<file path="src/hdl/acrs_pkg.sv">
/*
 * Shared constants and types of the converter channel result and scan logic.
 * Assumes a byte-wide register map reached as one 32-bit Wishbone word each.
 */
package acrs_pkg;

	// Register indices; byte address is four times the index
	localparam logic [2:0] REG_CHANNEL_CONTROL = 3'h0;
	localparam logic [2:0] REG_INPUT_ROUTING   = 3'h1;
	localparam logic [2:0] REG_IRQ_SETUP       = 3'h2;
	localparam logic [2:0] REG_IRQ_FLAGS       = 3'h3;
	localparam logic [2:0] REG_RESULT_LOW      = 3'h4;
	localparam logic [2:0] REG_RESULT_HIGH     = 3'h5;
	localparam logic [2:0] REG_SCAN_SETUP      = 3'h6;

	// Field positions
	localparam int CTRL_START_BIT  = 7;
	localparam int CTRL_GAIN_LSB   = 2;
	localparam int ROUTE_POS_LSB   = 3;
	localparam int SETUP_COND_LSB  = 2;
	localparam int FLAG_DONE_BIT   = 0;
	localparam int SCAN_STEP_LSB   = 4;

	// Values after reset
	localparam logic [7:0]  CONTROL_RESET = 8'h00;
	localparam logic [6:0]  ROUTING_RESET = 7'h00;
	localparam logic [3:0]  SETUP_RESET   = 4'h0;
	localparam logic [15:0] RESULT_RESET  = 16'h0000;
	localparam logic [3:0]  SCAN_RESET    = 4'h0;

	// Flag-setting conditions
	localparam logic [1:0] COND_COMPLETE = 2'b00;
	localparam logic [1:0] COND_BELOW    = 2'b01;
	localparam logic [1:0] COND_RESERVED = 2'b10;
	localparam logic [1:0] COND_ABOVE    = 2'b11;

	typedef enum logic [1:0] {
		ACRS_RES_12_RIGHT,
		ACRS_RES_8,
		ACRS_RES_12_LEFT
	} acrs_res_t;

	typedef struct packed {
		logic        done;
		logic [11:0] value;
	} acrs_conv_t;

	typedef struct packed {
		logic [3:0] pos;
		logic [2:0] neg;
	} acrs_mux_t;

	// Sign-aware strict compare of two 16-bit words
	function automatic logic acrs_less(input logic [15:0] a, input logic [15:0] b,
		input logic signed_mode);
		if (signed_mode)
			acrs_less = $signed(a) < $signed(b);
		else
			acrs_less = a < b;
	endfunction

endpackage

</file>
<file path="src/hdl/acrs_channel.sv">
/*
 * One converter channel: control, routing, interrupt flag, formatted result
 * with coherent byte reads, and automatic input scan, behind a Wishbone
 * classic slave with 32-bit data.
 * Assumes the analog core reports each finished conversion as a one-cycle
 * done strobe with its raw value, and the interrupt controller pulses
 * vector_taken when the channel vector starts executing.
 */
// Local design decision: the Wishbone slave port.
// Notes on behaviour
// - Finished conversion sets done flag normally
// - Compare mode sets flag only on condition
// - Vector execution clears the done flag
// - Writing one clears flag; zero keeps it
// - Signed results are two's complement
// - Result is 16 bits over two bytes
// - Left adjusted: high 11:4, low 3:0 on top
// - Right adjusted: bits 11:8 in high byte's low nibble
// - Right or 8-bit: bits 7:0 in low
// - Right adjusted high nibble sign-extends when differential
// - 8-bit high byte sign-extends when signed
// - Nonzero scan span enables scanning
// - Scan mux setting is selection plus step
// - Step increments after each conversion
// - Step wraps to zero after reaching span
// - Scan covers span plus one inputs
// - Single interrupt vector serves channel zero
// - Condition select: complete, below, reserved, above
// - Nonzero priority raises request while flag set
// - Signedness select governs 8-bit sign extension
`timescale 1ns/1ps
`default_nettype none

module acrs_channel
(
	input  wire logic                     clk,
	input  wire logic                     reset_n,
	input  wire logic                     wb_cyc_i,
	input  wire logic                     wb_stb_i,
	input  wire logic                     wb_we_i,
	input  wire logic [7:0]               wb_adr_i,
	input  wire logic [3:0]               wb_sel_i,
	input  wire logic [31:0]              wb_dat_i,
	output logic      [31:0]              wb_dat_o,
	output logic                          wb_ack_o,
	input  wire logic                     signedness_select,
	input  wire acrs_pkg::acrs_res_t      resolution,
	input  wire logic [15:0]              compare_value,
	input  wire acrs_pkg::acrs_conv_t     conv,
	input  wire logic                     vector_taken,
	output logic                          conv_start,
	output acrs_pkg::acrs_mux_t           mux,
	output logic      [2:0]               gain,
	output logic      [1:0]               input_mode,
	output logic                          irq_req,
	output logic      [1:0]               irq_priority
);
	import acrs_pkg::*;

	////////////////////////////////////////////////////////////////////////////
	// Register state

	logic        start_pending;
	logic [2:0]  gain_sel;
	logic [1:0]  mode_sel;
	logic [3:0]  positive_input_select;
	logic [2:0]  negative_input_select;
	logic [1:0]  irq_condition_select;
	logic [1:0]  irq_level;
	logic        done_flag;
	logic [15:0] combined_result;
	logic [7:0]  high_shadow;
	logic [3:0]  scan_step;
	logic [3:0]  scan_span;

	logic [15:0] next_result;
	logic        cond_met;
	logic        scan_on;
	logic        access;
	logic        wr;
	logic        rd;
	logic        mapped;
	logic [2:0]  index;
	logic [7:0]  wdata;
	logic [7:0]  rdata;

	////////////////////////////////////////////////////////////////////////////
	// Bus decode

	assign index  = wb_adr_i[4:2];
	assign mapped = (wb_adr_i[7:5] == 3'h0) && (wb_adr_i[1:0] == 2'h0) && (index != 3'h7);
	assign access = wb_cyc_i && wb_stb_i && !wb_ack_o;
	assign wr     = access && wb_we_i && wb_sel_i[0] && mapped;
	assign rd     = access && !wb_we_i && mapped;
	assign wdata  = wb_dat_i[7:0];

	function automatic logic hit(input logic [2:0] idx, input logic [2:0] reg_idx);
		hit = idx == reg_idx;
	endfunction

	always_ff @(posedge clk)
	begin
		if (!reset_n)
			wb_ack_o <= 1'b0;
		else
			wb_ack_o <= access;
	end

	always_comb
	begin
		rdata = 8'h00;
		unique case (index)
			REG_CHANNEL_CONTROL:
				rdata = {start_pending, 2'b00, gain_sel, mode_sel};
			REG_INPUT_ROUTING:
				rdata = {1'b0, positive_input_select, negative_input_select};
			REG_IRQ_SETUP:
				rdata = {4'h0, irq_condition_select, irq_level};
			REG_IRQ_FLAGS:
				rdata = {7'h00, done_flag};
			REG_RESULT_LOW:
				rdata = combined_result[7:0];
			REG_RESULT_HIGH:
				rdata = high_shadow;
			REG_SCAN_SETUP:
				rdata = {scan_step, scan_span};
			default:
				rdata = 8'h00;
		endcase
	end

	always_ff @(posedge clk)
	begin
		if (!reset_n)
			wb_dat_o <= 32'h0000_0000;
		else if (access)
			wb_dat_o <= mapped ? {24'h00_0000, rdata} : 32'h0000_0000;
	end

	////////////////////////////////////////////////////////////////////////////
	// Control, routing and interrupt setup

	always_ff @(posedge clk)
	begin
		if (!reset_n)
		begin
			start_pending <= CONTROL_RESET[CTRL_START_BIT];
			gain_sel      <= CONTROL_RESET[CTRL_GAIN_LSB +: 3];
			mode_sel      <= CONTROL_RESET[1:0];
		end
		else
		begin
			if (wr && hit(index, REG_CHANNEL_CONTROL))
			begin
				gain_sel <= wdata[CTRL_GAIN_LSB +: 3];
				mode_sel <= wdata[1:0];
			end
			if (wr && hit(index, REG_CHANNEL_CONTROL) && wdata[CTRL_START_BIT])
				start_pending <= 1'b1;
			else if (conv.done)
				start_pending <= 1'b0;
		end
	end

	always_ff @(posedge clk)
	begin
		if (!reset_n)
			conv_start <= 1'b0;
		else
			conv_start <= wr && hit(index, REG_CHANNEL_CONTROL) && wdata[CTRL_START_BIT];
	end

	always_ff @(posedge clk)
	begin
		if (!reset_n)
		begin
			positive_input_select <= ROUTING_RESET[ROUTE_POS_LSB +: 4];
			negative_input_select <= ROUTING_RESET[2:0];
		end
		else if (wr && hit(index, REG_INPUT_ROUTING))
		begin
			positive_input_select <= wdata[ROUTE_POS_LSB +: 4];
			negative_input_select <= wdata[2:0];
		end
	end

	always_ff @(posedge clk)
	begin
		if (!reset_n)
		begin
			irq_condition_select <= SETUP_RESET[SETUP_COND_LSB +: 2];
			irq_level            <= SETUP_RESET[1:0];
		end
		else if (wr && hit(index, REG_IRQ_SETUP))
		begin
			irq_condition_select <= wdata[SETUP_COND_LSB +: 2];
			irq_level            <= wdata[1:0];
		end
	end

	////////////////////////////////////////////////////////////////////////////
	// Result formatting, compare and done flag

	acrs_formatter u_formatter
	(
		.raw                  (conv.value),
		.resolution           (resolution),
		.signedness_select    (signedness_select),
		.differential         (mode_sel[1]),
		.compare_value        (compare_value),
		.irq_condition_select (irq_condition_select),
		.combined_result      (next_result),
		.cond_met             (cond_met)
	);

	always_ff @(posedge clk)
	begin
		if (!reset_n)
			combined_result <= RESULT_RESET;
		else if (conv.done)
			combined_result <= next_result;
	end

	// Low read freezes the high byte for the following high read
	always_ff @(posedge clk)
	begin
		if (!reset_n)
			high_shadow <= RESULT_RESET[15:8];
		else if (rd && hit(index, REG_RESULT_LOW))
			high_shadow <= combined_result[15:8];
	end

	// Set wins over either clear
	always_ff @(posedge clk)
	begin
		if (!reset_n)
			done_flag <= 1'b0;
		else if (conv.done && cond_met)
			done_flag <= 1'b1;
		else if (vector_taken)
			done_flag <= 1'b0;
		else if (wr && hit(index, REG_IRQ_FLAGS) && wdata[FLAG_DONE_BIT])
			done_flag <= 1'b0;
	end

	always_ff @(posedge clk)
	begin
		if (!reset_n)
		begin
			irq_req      <= 1'b0;
			irq_priority <= 2'b00;
		end
		else
		begin
			irq_req      <= done_flag && (irq_level != 2'b00);
			irq_priority <= irq_level;
		end
	end

	////////////////////////////////////////////////////////////////////////////
	// Input scan

	assign scan_on = scan_span != 4'h0;

	always_ff @(posedge clk)
	begin
		if (!reset_n)
		begin
			scan_step <= SCAN_RESET;
			scan_span <= SCAN_RESET;
		end
		else if (wr && hit(index, REG_SCAN_SETUP))
		begin
			scan_step <= wdata[SCAN_STEP_LSB +: 4];
			scan_span <= wdata[3:0];
		end
		else if (conv.done && scan_on)
		begin
			if (scan_step == scan_span)
				scan_step <= 4'h0;
			else
				scan_step <= 4'(scan_step + 4'h1);
		end
	end

	always_ff @(posedge clk)
	begin
		if (!reset_n)
		begin
			mux        <= '0;
			gain       <= 3'h0;
			input_mode <= 2'h0;
		end
		else
		begin
			mux.pos    <= scan_on ? 4'(positive_input_select + scan_step)
				: positive_input_select;
			mux.neg    <= negative_input_select;
			gain       <= gain_sel;
			input_mode <= mode_sel;
		end
	end
endmodule

`default_nettype wire

</file>
<file path="src/hdl/acrs_formatter.sv">
/*
 * Result formatter: packs a raw conversion into the 16-bit combined result
 * and evaluates the compare condition on it. Purely combinational; the
 * caller registers its outputs.
 */
`timescale 1ns/1ps
`default_nettype none

module acrs_formatter
(
	input  wire logic [11:0]              raw,
	input  wire acrs_pkg::acrs_res_t      resolution,
	input  wire logic                     signedness_select,
	input  wire logic                     differential,
	input  wire logic [15:0]              compare_value,
	input  wire logic [1:0]               irq_condition_select,
	output logic      [15:0]              combined_result,
	output logic                          cond_met
);
	import acrs_pkg::*;

	logic result_bit_eleven;
	logic result_bit_seven;

	assign result_bit_eleven = raw[11];
	assign result_bit_seven  = raw[7];

	always_comb
	begin
		unique case (resolution)
			ACRS_RES_12_LEFT:
				combined_result = {raw[11:4], raw[3:0], 4'h0};
			ACRS_RES_8:
				combined_result = {{8{signedness_select & result_bit_seven}}, raw[7:0]};
			default:
				combined_result = {{4{differential & result_bit_eleven}}, raw[11:0]};
		endcase
	end

	always_comb
	begin
		unique case (irq_condition_select)
			COND_COMPLETE:
				cond_met = 1'b1;
			COND_BELOW:
				cond_met = acrs_less(combined_result, compare_value, signedness_select);
			COND_ABOVE:
				cond_met = acrs_less(compare_value, combined_result, signedness_select);
			default:
				cond_met = 1'b0;
		endcase
	end

endmodule

`default_nettype wire

</file>
<file path="config.mk">
export PLATFORM = sky130hd
export DESIGN_NAME = acrs_channel
export DESIGN_NICKNAME = d
export VERILOG_FILES = /design/src/hdl/acrs_pkg.sv /design/src/hdl/acrs_channel.sv /design/src/hdl/acrs_formatter.sv
export SDC_FILE = /design/constraint.sdc
export NUM_CORES = 1
export LEC_CHECK = 0
export CAP_MARGIN = 10
export CORE_MARGIN = 10
export CORE_UTILIZATION = 54
export DETAILED_ROUTE_END_ITERATION = 8
export DONT_BUFFER_PORTS = 1
export PLACE_DENSITY = 0.69
export SLEW_MARGIN = 20
export SYNTH_ARGS = -nofsm -noshare
export SYNTH_HDL_FRONTEND = slang
export SYNTH_SLANG_ARGS = --single-unit
</file>
<file path="constraint.sdc">
create_clock -name clk -period 6 [get_ports clk]
set_input_delay 0.6 -clock clk [delete_from_list [all_inputs] [get_ports clk]]
set_output_delay 0.6 -clock clk [all_outputs]
set_load 0.02 [all_outputs]
</file>
# Word-level counts from Yosys, hierarchy flattened
# Cells that the tools add are included.
dict set report op_classes {
  addsub 2
  reduce_logical 31
  eq_ne 12
  mux 15
  bitwise 2
  order_cmp 4
}
# operator count
set ops {}
lappend ops {{< comparator 16 bit} 4}
lappend ops {{case mux 8 bit (7 select lines)} 1}
lappend ops {{case mux 16 bit (2 select lines)} 1}
lappend ops {{logical AND 1 bit} 20}
lappend ops {{2-to-1 mux 4 bit} 4}
lappend ops {{== test 3 bit, second input constant} 3}
lappend ops {{2-to-1 mux 8 bit} 1}
lappend ops {{2-to-1 mux 1 bit} 7}
lappend ops {{== test 3 x 2 -> 1 bit, second input constant} 2}
lappend ops {{zero test 3 bit} 2}
lappend ops {{nonzero test 2 bit} 3}
lappend ops {{adder 4 x 1 -> 4 bit, second input constant} 1}
lappend ops {{adder 4 bit} 1}
lappend ops {{== test 2 x 1 -> 1 bit, second input constant} 2}
lappend ops {{== test 2 bit, second input constant} 2}
lappend ops {{== test 4 bit} 1}
lappend ops {{zero test 2 bit} 2}
lappend ops {{nonzero test 4 bit} 1}
lappend ops {{== test 3 x 1 -> 1 bit, second input constant} 1}
lappend ops {{!= test 3 bit, second input constant} 1}
lappend ops {{case mux 1 bit (3 select lines)} 1}
lappend ops {{nonzero test 3 bit} 1}
lappend ops {{AND 1 bit} 2}
lappend ops {{zero test 1 bit} 2}
dict set report word_totals {
  word_cells 87
  in_bits 82
  reg_bits 99
}

# Depth between registers and ports, before layout
dict set report depth {
  ltp_word 10
  mapped_depth 14
  mapped_depth_nobuf 13
}

# Hierarchy
# Synthesis repeated with hierarchy kept, for this count alone.
dict set report unflattened {
  cells_unflattened 532
  hier_area_um2 4574.4
}
# mod n_inst area_per_inst_um2 seq_area_each_um2 cells_per_inst
set modules_own_cells {}
lappend modules_own_cells {acrs_channel 1 3487.1 1501.4 376}
lappend modules_own_cells {acrs_formatter 1 1087.3 0.0 156}

# Worst setup path before layout
# Ideal clock, no wire load.
dict set report synth_path {
  kind {input -> register}
  startpoint {input port resolution[0]}
  endpoint {register done_flag}
  required_time_ns 5.866
  arrival_ns 3.380
  slack_ns 2.486
  stages 14
  path_buffers 2
  path_cell_list {inv_1 ha_1 clkbuf_1 nor2b_1 clkbuf_1 a221oi_1 inv_1 ha_1 a21oi_1 a31oi_1 a211o_1 o31ai_1 a21oi_1 or4_1}
}
dict set report synth_via {
  elab_chain_cells 7
  elab_cells_between_ends 13
  classes_between {order compare: 4; eq/ne: 2; mux: 5; reduce/logical: 2}
}
# element line_no
set synth_rtl {}
lappend synth_rtl {{start: declaration} acrs_channel.sv:47} ;# input wire acrs_pkg::acrs_res_t resolution,
lappend synth_rtl {{== test 2 x 1 -> 1 bit or == test 2 bit (tied branches)} acrs_formatter.sv:30} ;# unique case (resolution)
lappend synth_rtl {{case mux 16 bit (2 select lines) *} acrs_formatter.sv:30}
lappend synth_rtl {{named net next_result[11]} acrs_channel.sv:76} ;# logic [15:0] next_result;
lappend synth_rtl {{< comparator 16 bit (on tied branches)} {acrs_pkg.sv:59, acrs_pkg.sv:57}}
lappend synth_rtl {{2-to-1 mux 1 bit} acrs_pkg.sv:56} ;# if (signed_mode)
lappend synth_rtl {{case mux 1 bit (3 select lines) *} acrs_formatter.sv:42} ;# unique case (irq_condition_select)
lappend synth_rtl {{logical AND 1 bit *} acrs_channel.sv:238} ;# else if (conv.done && cond_met)
lappend synth_rtl {{nonzero test 3 bit (no line) or 2-to-1 mux 1 bit (tied branches)} n/a}
lappend synth_rtl {{end signal: assignment} acrs_channel.sv:237} ;# done_flag <= 1'b0;
lappend synth_rtl {{end signal: assignment} acrs_channel.sv:239} ;# done_flag <= 1'b1;
lappend synth_rtl {{end signal: assignment} acrs_channel.sv:241} ;# done_flag <= 1'b0;
lappend synth_rtl {{end: declaration} acrs_channel.sv:70} ;# logic done_flag;
# The timed path passes the listed nets; every way through them passes the cells marked *.
# A chain may end at the register's enable or synchronous reset.

# Worst setup path in the final report
# Ends and elaborated chain as after synthesis.

==> impl_metrics.py <==
metrics = {
    "worst_setup_path": {
        "critPathBufInv": 2,
        "crit_required_ns": 6.22,
        "cp-end-kind": "flop",
        "crit_family": "simple AND/OR/NAND/NOR gates",
        "crit_slowest_cell": "a221oi_1",
        "crit_fanout": 9,
        "arrival_ns": 3.67,
        "path_cells": "inv_1, ha_1, nor2b_1, a221oi_1, inv_1, ha_1, nand4_1, nor4_2, a21boi_2, or4_1, a21oi_1, or4_1",
        "slowest_delay_ns": 0.57,
        "worstSetupStartpointType": "primary input",
        "path_class": "in -> reg",
    },
    "drt": {
        "finalWirelength_mm": 10.46,
        "vias_per_cell": 5.528,
        "wl_per_cell_um": 17.04,
        "drtIter0Drc": 170,
        "vias": 3394,
        "postRouteAntennaNets": 0,
        "first_pass_iters": 5,
        "drc_errors": 0,
    },
    "die": {
        "initial_core_util": 0.5492,
        "coreArea_um2": 8093,
        "rows": 33,
        "fp.dieW_um": 110.7,
        "floorplan.die.height_um": 110.7,
        "die-area_um2": 12260,
        "num_io_pins": 131,
    },
    "global_routing": {
        "grt_pass1_wl_mm": 16.84,
        "grt_pass1_vias": 3376,
        "overflow": 0,
        "grt_max_degree": 63,
        "grt_util_all_layers": 0.1640,
        "antenna_found_initial": 0,
    },
    "clock_network": {
        "clk_pin_slew_ns": 0.07,
        "clock_path_buffers": 2,
        "post-cts-setup-buffers": 0,
        "cts_buffers": 9,
        "clock_latency_ns": 0.34,
        "cts_tree": "yes",
        "clock-sinks": 75,
        "clockRootBuffer": "clkbuf_8",
        "cts_resized": 0,
        "postCtsHoldBufs": 0,
        "htree_levels": 3,
    },
    "layout": {
        "antennaDiodeCount": 0,
        "fillers": 810,
        "drive_gt1_frac": 0.06876,
        "nets": 625,
        "fin_cells": 614,
        "syn2layout_area_growth_pct": 3.716,
    },
    "hold_path": {
        "hold_class": "in -> reg",
    },
    "synthesis": {
        "synthTopCellsByCount": "75 x dfxtp_1, 68 x nor2_1, 40 x inv_1",
        "ys_top_cells_by_area": "dfxtp_1 34%, ha_1 11%, mux2i_1 8.8%",
        "synth_top_area_frac": 0.3378,
        "synth_ff_type": "dfxtp_1",
        "syn_inst": 518,
        "synth_top_area_cell": "dfxtp_1",
        "synth.avg_cell_area_um2": 8.580,
        "synth_most_common_cell": "dfxtp_1",
        "synthArstFlopShare": 0,
        "synth-seq-cells": 75,
        "synthDistinctLibCells": 60,
        "synth-seq-area-share": 0.3378,
        "synth_edf_count": 0,
        "yosysWarnings": 0,
        "synthesis.area_um2": 4444,
    },
    "sta": {
        "tightest_slew_ns": 1.045,
        "fmax_ghz": 0.2902,
        "hold-worst-slack_ns": 0.3665,
        "fin_tns_setup_ns": 0,
        "finalHoldViolations": 0,
        "period_minus_slack_ns": 3.446,
        "slew_headroom": 0.3024,
        "rsz0062_at_grt": "no",
        "fin_worst_skew_ns": 0.007089,
        "slew_violations": 0,
        "finalSetupViolations": 0,
        "fin_crit_sh": 0.5743,
    },
    "power_and_ir_drop": {
        "leakage_uw": 0.002032,
        "vdd_drop_max_mv": 0.09368,
        "power.density_nw_per_um2": 233.8,
    },
    "placed_design": {
        "hpwl_mm": 8.265,
        "dp_cells": 598,
        "io_buffers": 0,
        "place.gp.congestion": 0.8448,
    },
    "job": {
        "cap_violations": 0,
    },
    "status": {
        "status": "complete, no violations",
    },
}
[worst paths after layout]
check                                                startpoint                               to  slack (ns)  depth (start not counted)
worst max-delay path                              resolution[0]           done_flag$_SDFFE_PN0P_        2.55                         12
worst min register to register  combined_result[2]$_SDFFE_PN0P_  combined_result[2]$_SDFFE_PN0P_        0.48                          2
worst min-delay path                                   conv[12]  combined_result[8]$_SDFFE_PN0P_        0.37                          1
worst max register to register         mode_sel[1]$_SDFFE_PN0P_           done_flag$_SDFFE_PN0P_        3.08                          9
[cell families after synthesis]
family	count (synthesis)	share of synthesized area
adders and majority gates	39	0.1115
and+or+nand+nor	168	0.1931
buffers and inverters	89	0.09769
AOI/OAI and AO/OA	92	0.1346
DFF	75	0.3378
xor gates and xnor gates	7	0.01380
muxes	47	0.1106
other	1	0.0008438
[where the power goes]
group / internal [uW] / switching [uW] / leakage, uW / total (uW)
clock network: 256 / 177 / 0.000113 / 434
logic: 47.2 / 85.2 / 0.00131 / 132
registers: 506 / 5.31 / 0.000607 / 512
total: 810 / 268 / 0.00203 / 1080
[flip-flops by register name (all words and copies together), names as in the netlist, 2 cells and up]
name                   cells
positive_input_select      4
irq_priority               2
input_mode                 2
scan_step                  4
high_shadow                8
irq_level                  2
wb_dat_o                   8
gain                       3
irq_condition_select       2
mux                        7
scan_span                  4
gain_sel                   3
mode_sel                   2
combined_result           16
negative_input_select      3
[through the flow]
stage / total power [uW] / worst slack (ns) / util / cell area, um^2
5_1_grt: 1123 / 2.236 / 0.5696 / 4609
6_report: 1078 / 2.554 / 0.5696 / 4609
3_3_place_gp: 649.7 / 2.223 / 0.5414 / 4382
3_5_place_dp: 654.8 / 2.156 / 0.5414 / 4382
2_1_floorplan: 649.9 / 2.486 / - / 4531
4_1_cts: 1087 / 2.527 / 0.5696 / 4609
[final cells by class]
type	instances	area, um^2	area share
sequential	75	1501	0.3257
tap	105	131.4	0.02850
multi-input combinational	377	2595	0.5630
clock buffer	12	155.1	0.03366
clock inverter	4	72.57	0.01574
inverter	41	153.9	0.03339
[cell usage in the layout, fill, tap and decap left out, types with 2 or more instances in the layout]
| master | instances |
|---|---|
| nor2b_1 | 7 |
| xor2_1 | 5 |
| a31oi_1 | 2 |
| nor2_1 | 68 |
| dfxtp_1 | 75 |
| a22oi_1 | 15 |
| nand2b_1 | 5 |
| xnor2_1 | 2 |
| inv_1 | 40 |
| nand3b_1 | 2 |
| o22ai_1 | 2 |
| nand2_1 | 37 |
| and2_1 | 12 |
| nor3_1 | 3 |
| o21ai_0 | 13 |
| mux2_2 | 7 |
| a221oi_1 | 4 |
| a211oi_1 | 11 |
| and3_1 | 2 |
| ha_1 | 38 |
| a21oi_1 | 29 |
| nand4_1 | 4 |
| conb_1 | 24 |
| nand3_1 | 8 |
| bufinv_16 | 2 |
| clkbuf_8 | 11 |
| mux2i_1 | 39 |
| a311oi_1 | 3 |
| nor4_4 | 2 |
| or4_1 | 4 |
| o211ai_1 | 5 |
[routing by layer]
metal  GRT usage  vias up  part of all wire  wire (um)
li1            -     1708                 -          -
met1      0.1748     1568              0.40       4215
met2      0.2968      107              0.50       5260
met3     0.05898       11             0.084        880
met4     0.04427        0             0.010        108
met5           0        -                 0          0
Power figures use the tool's default switching activity.
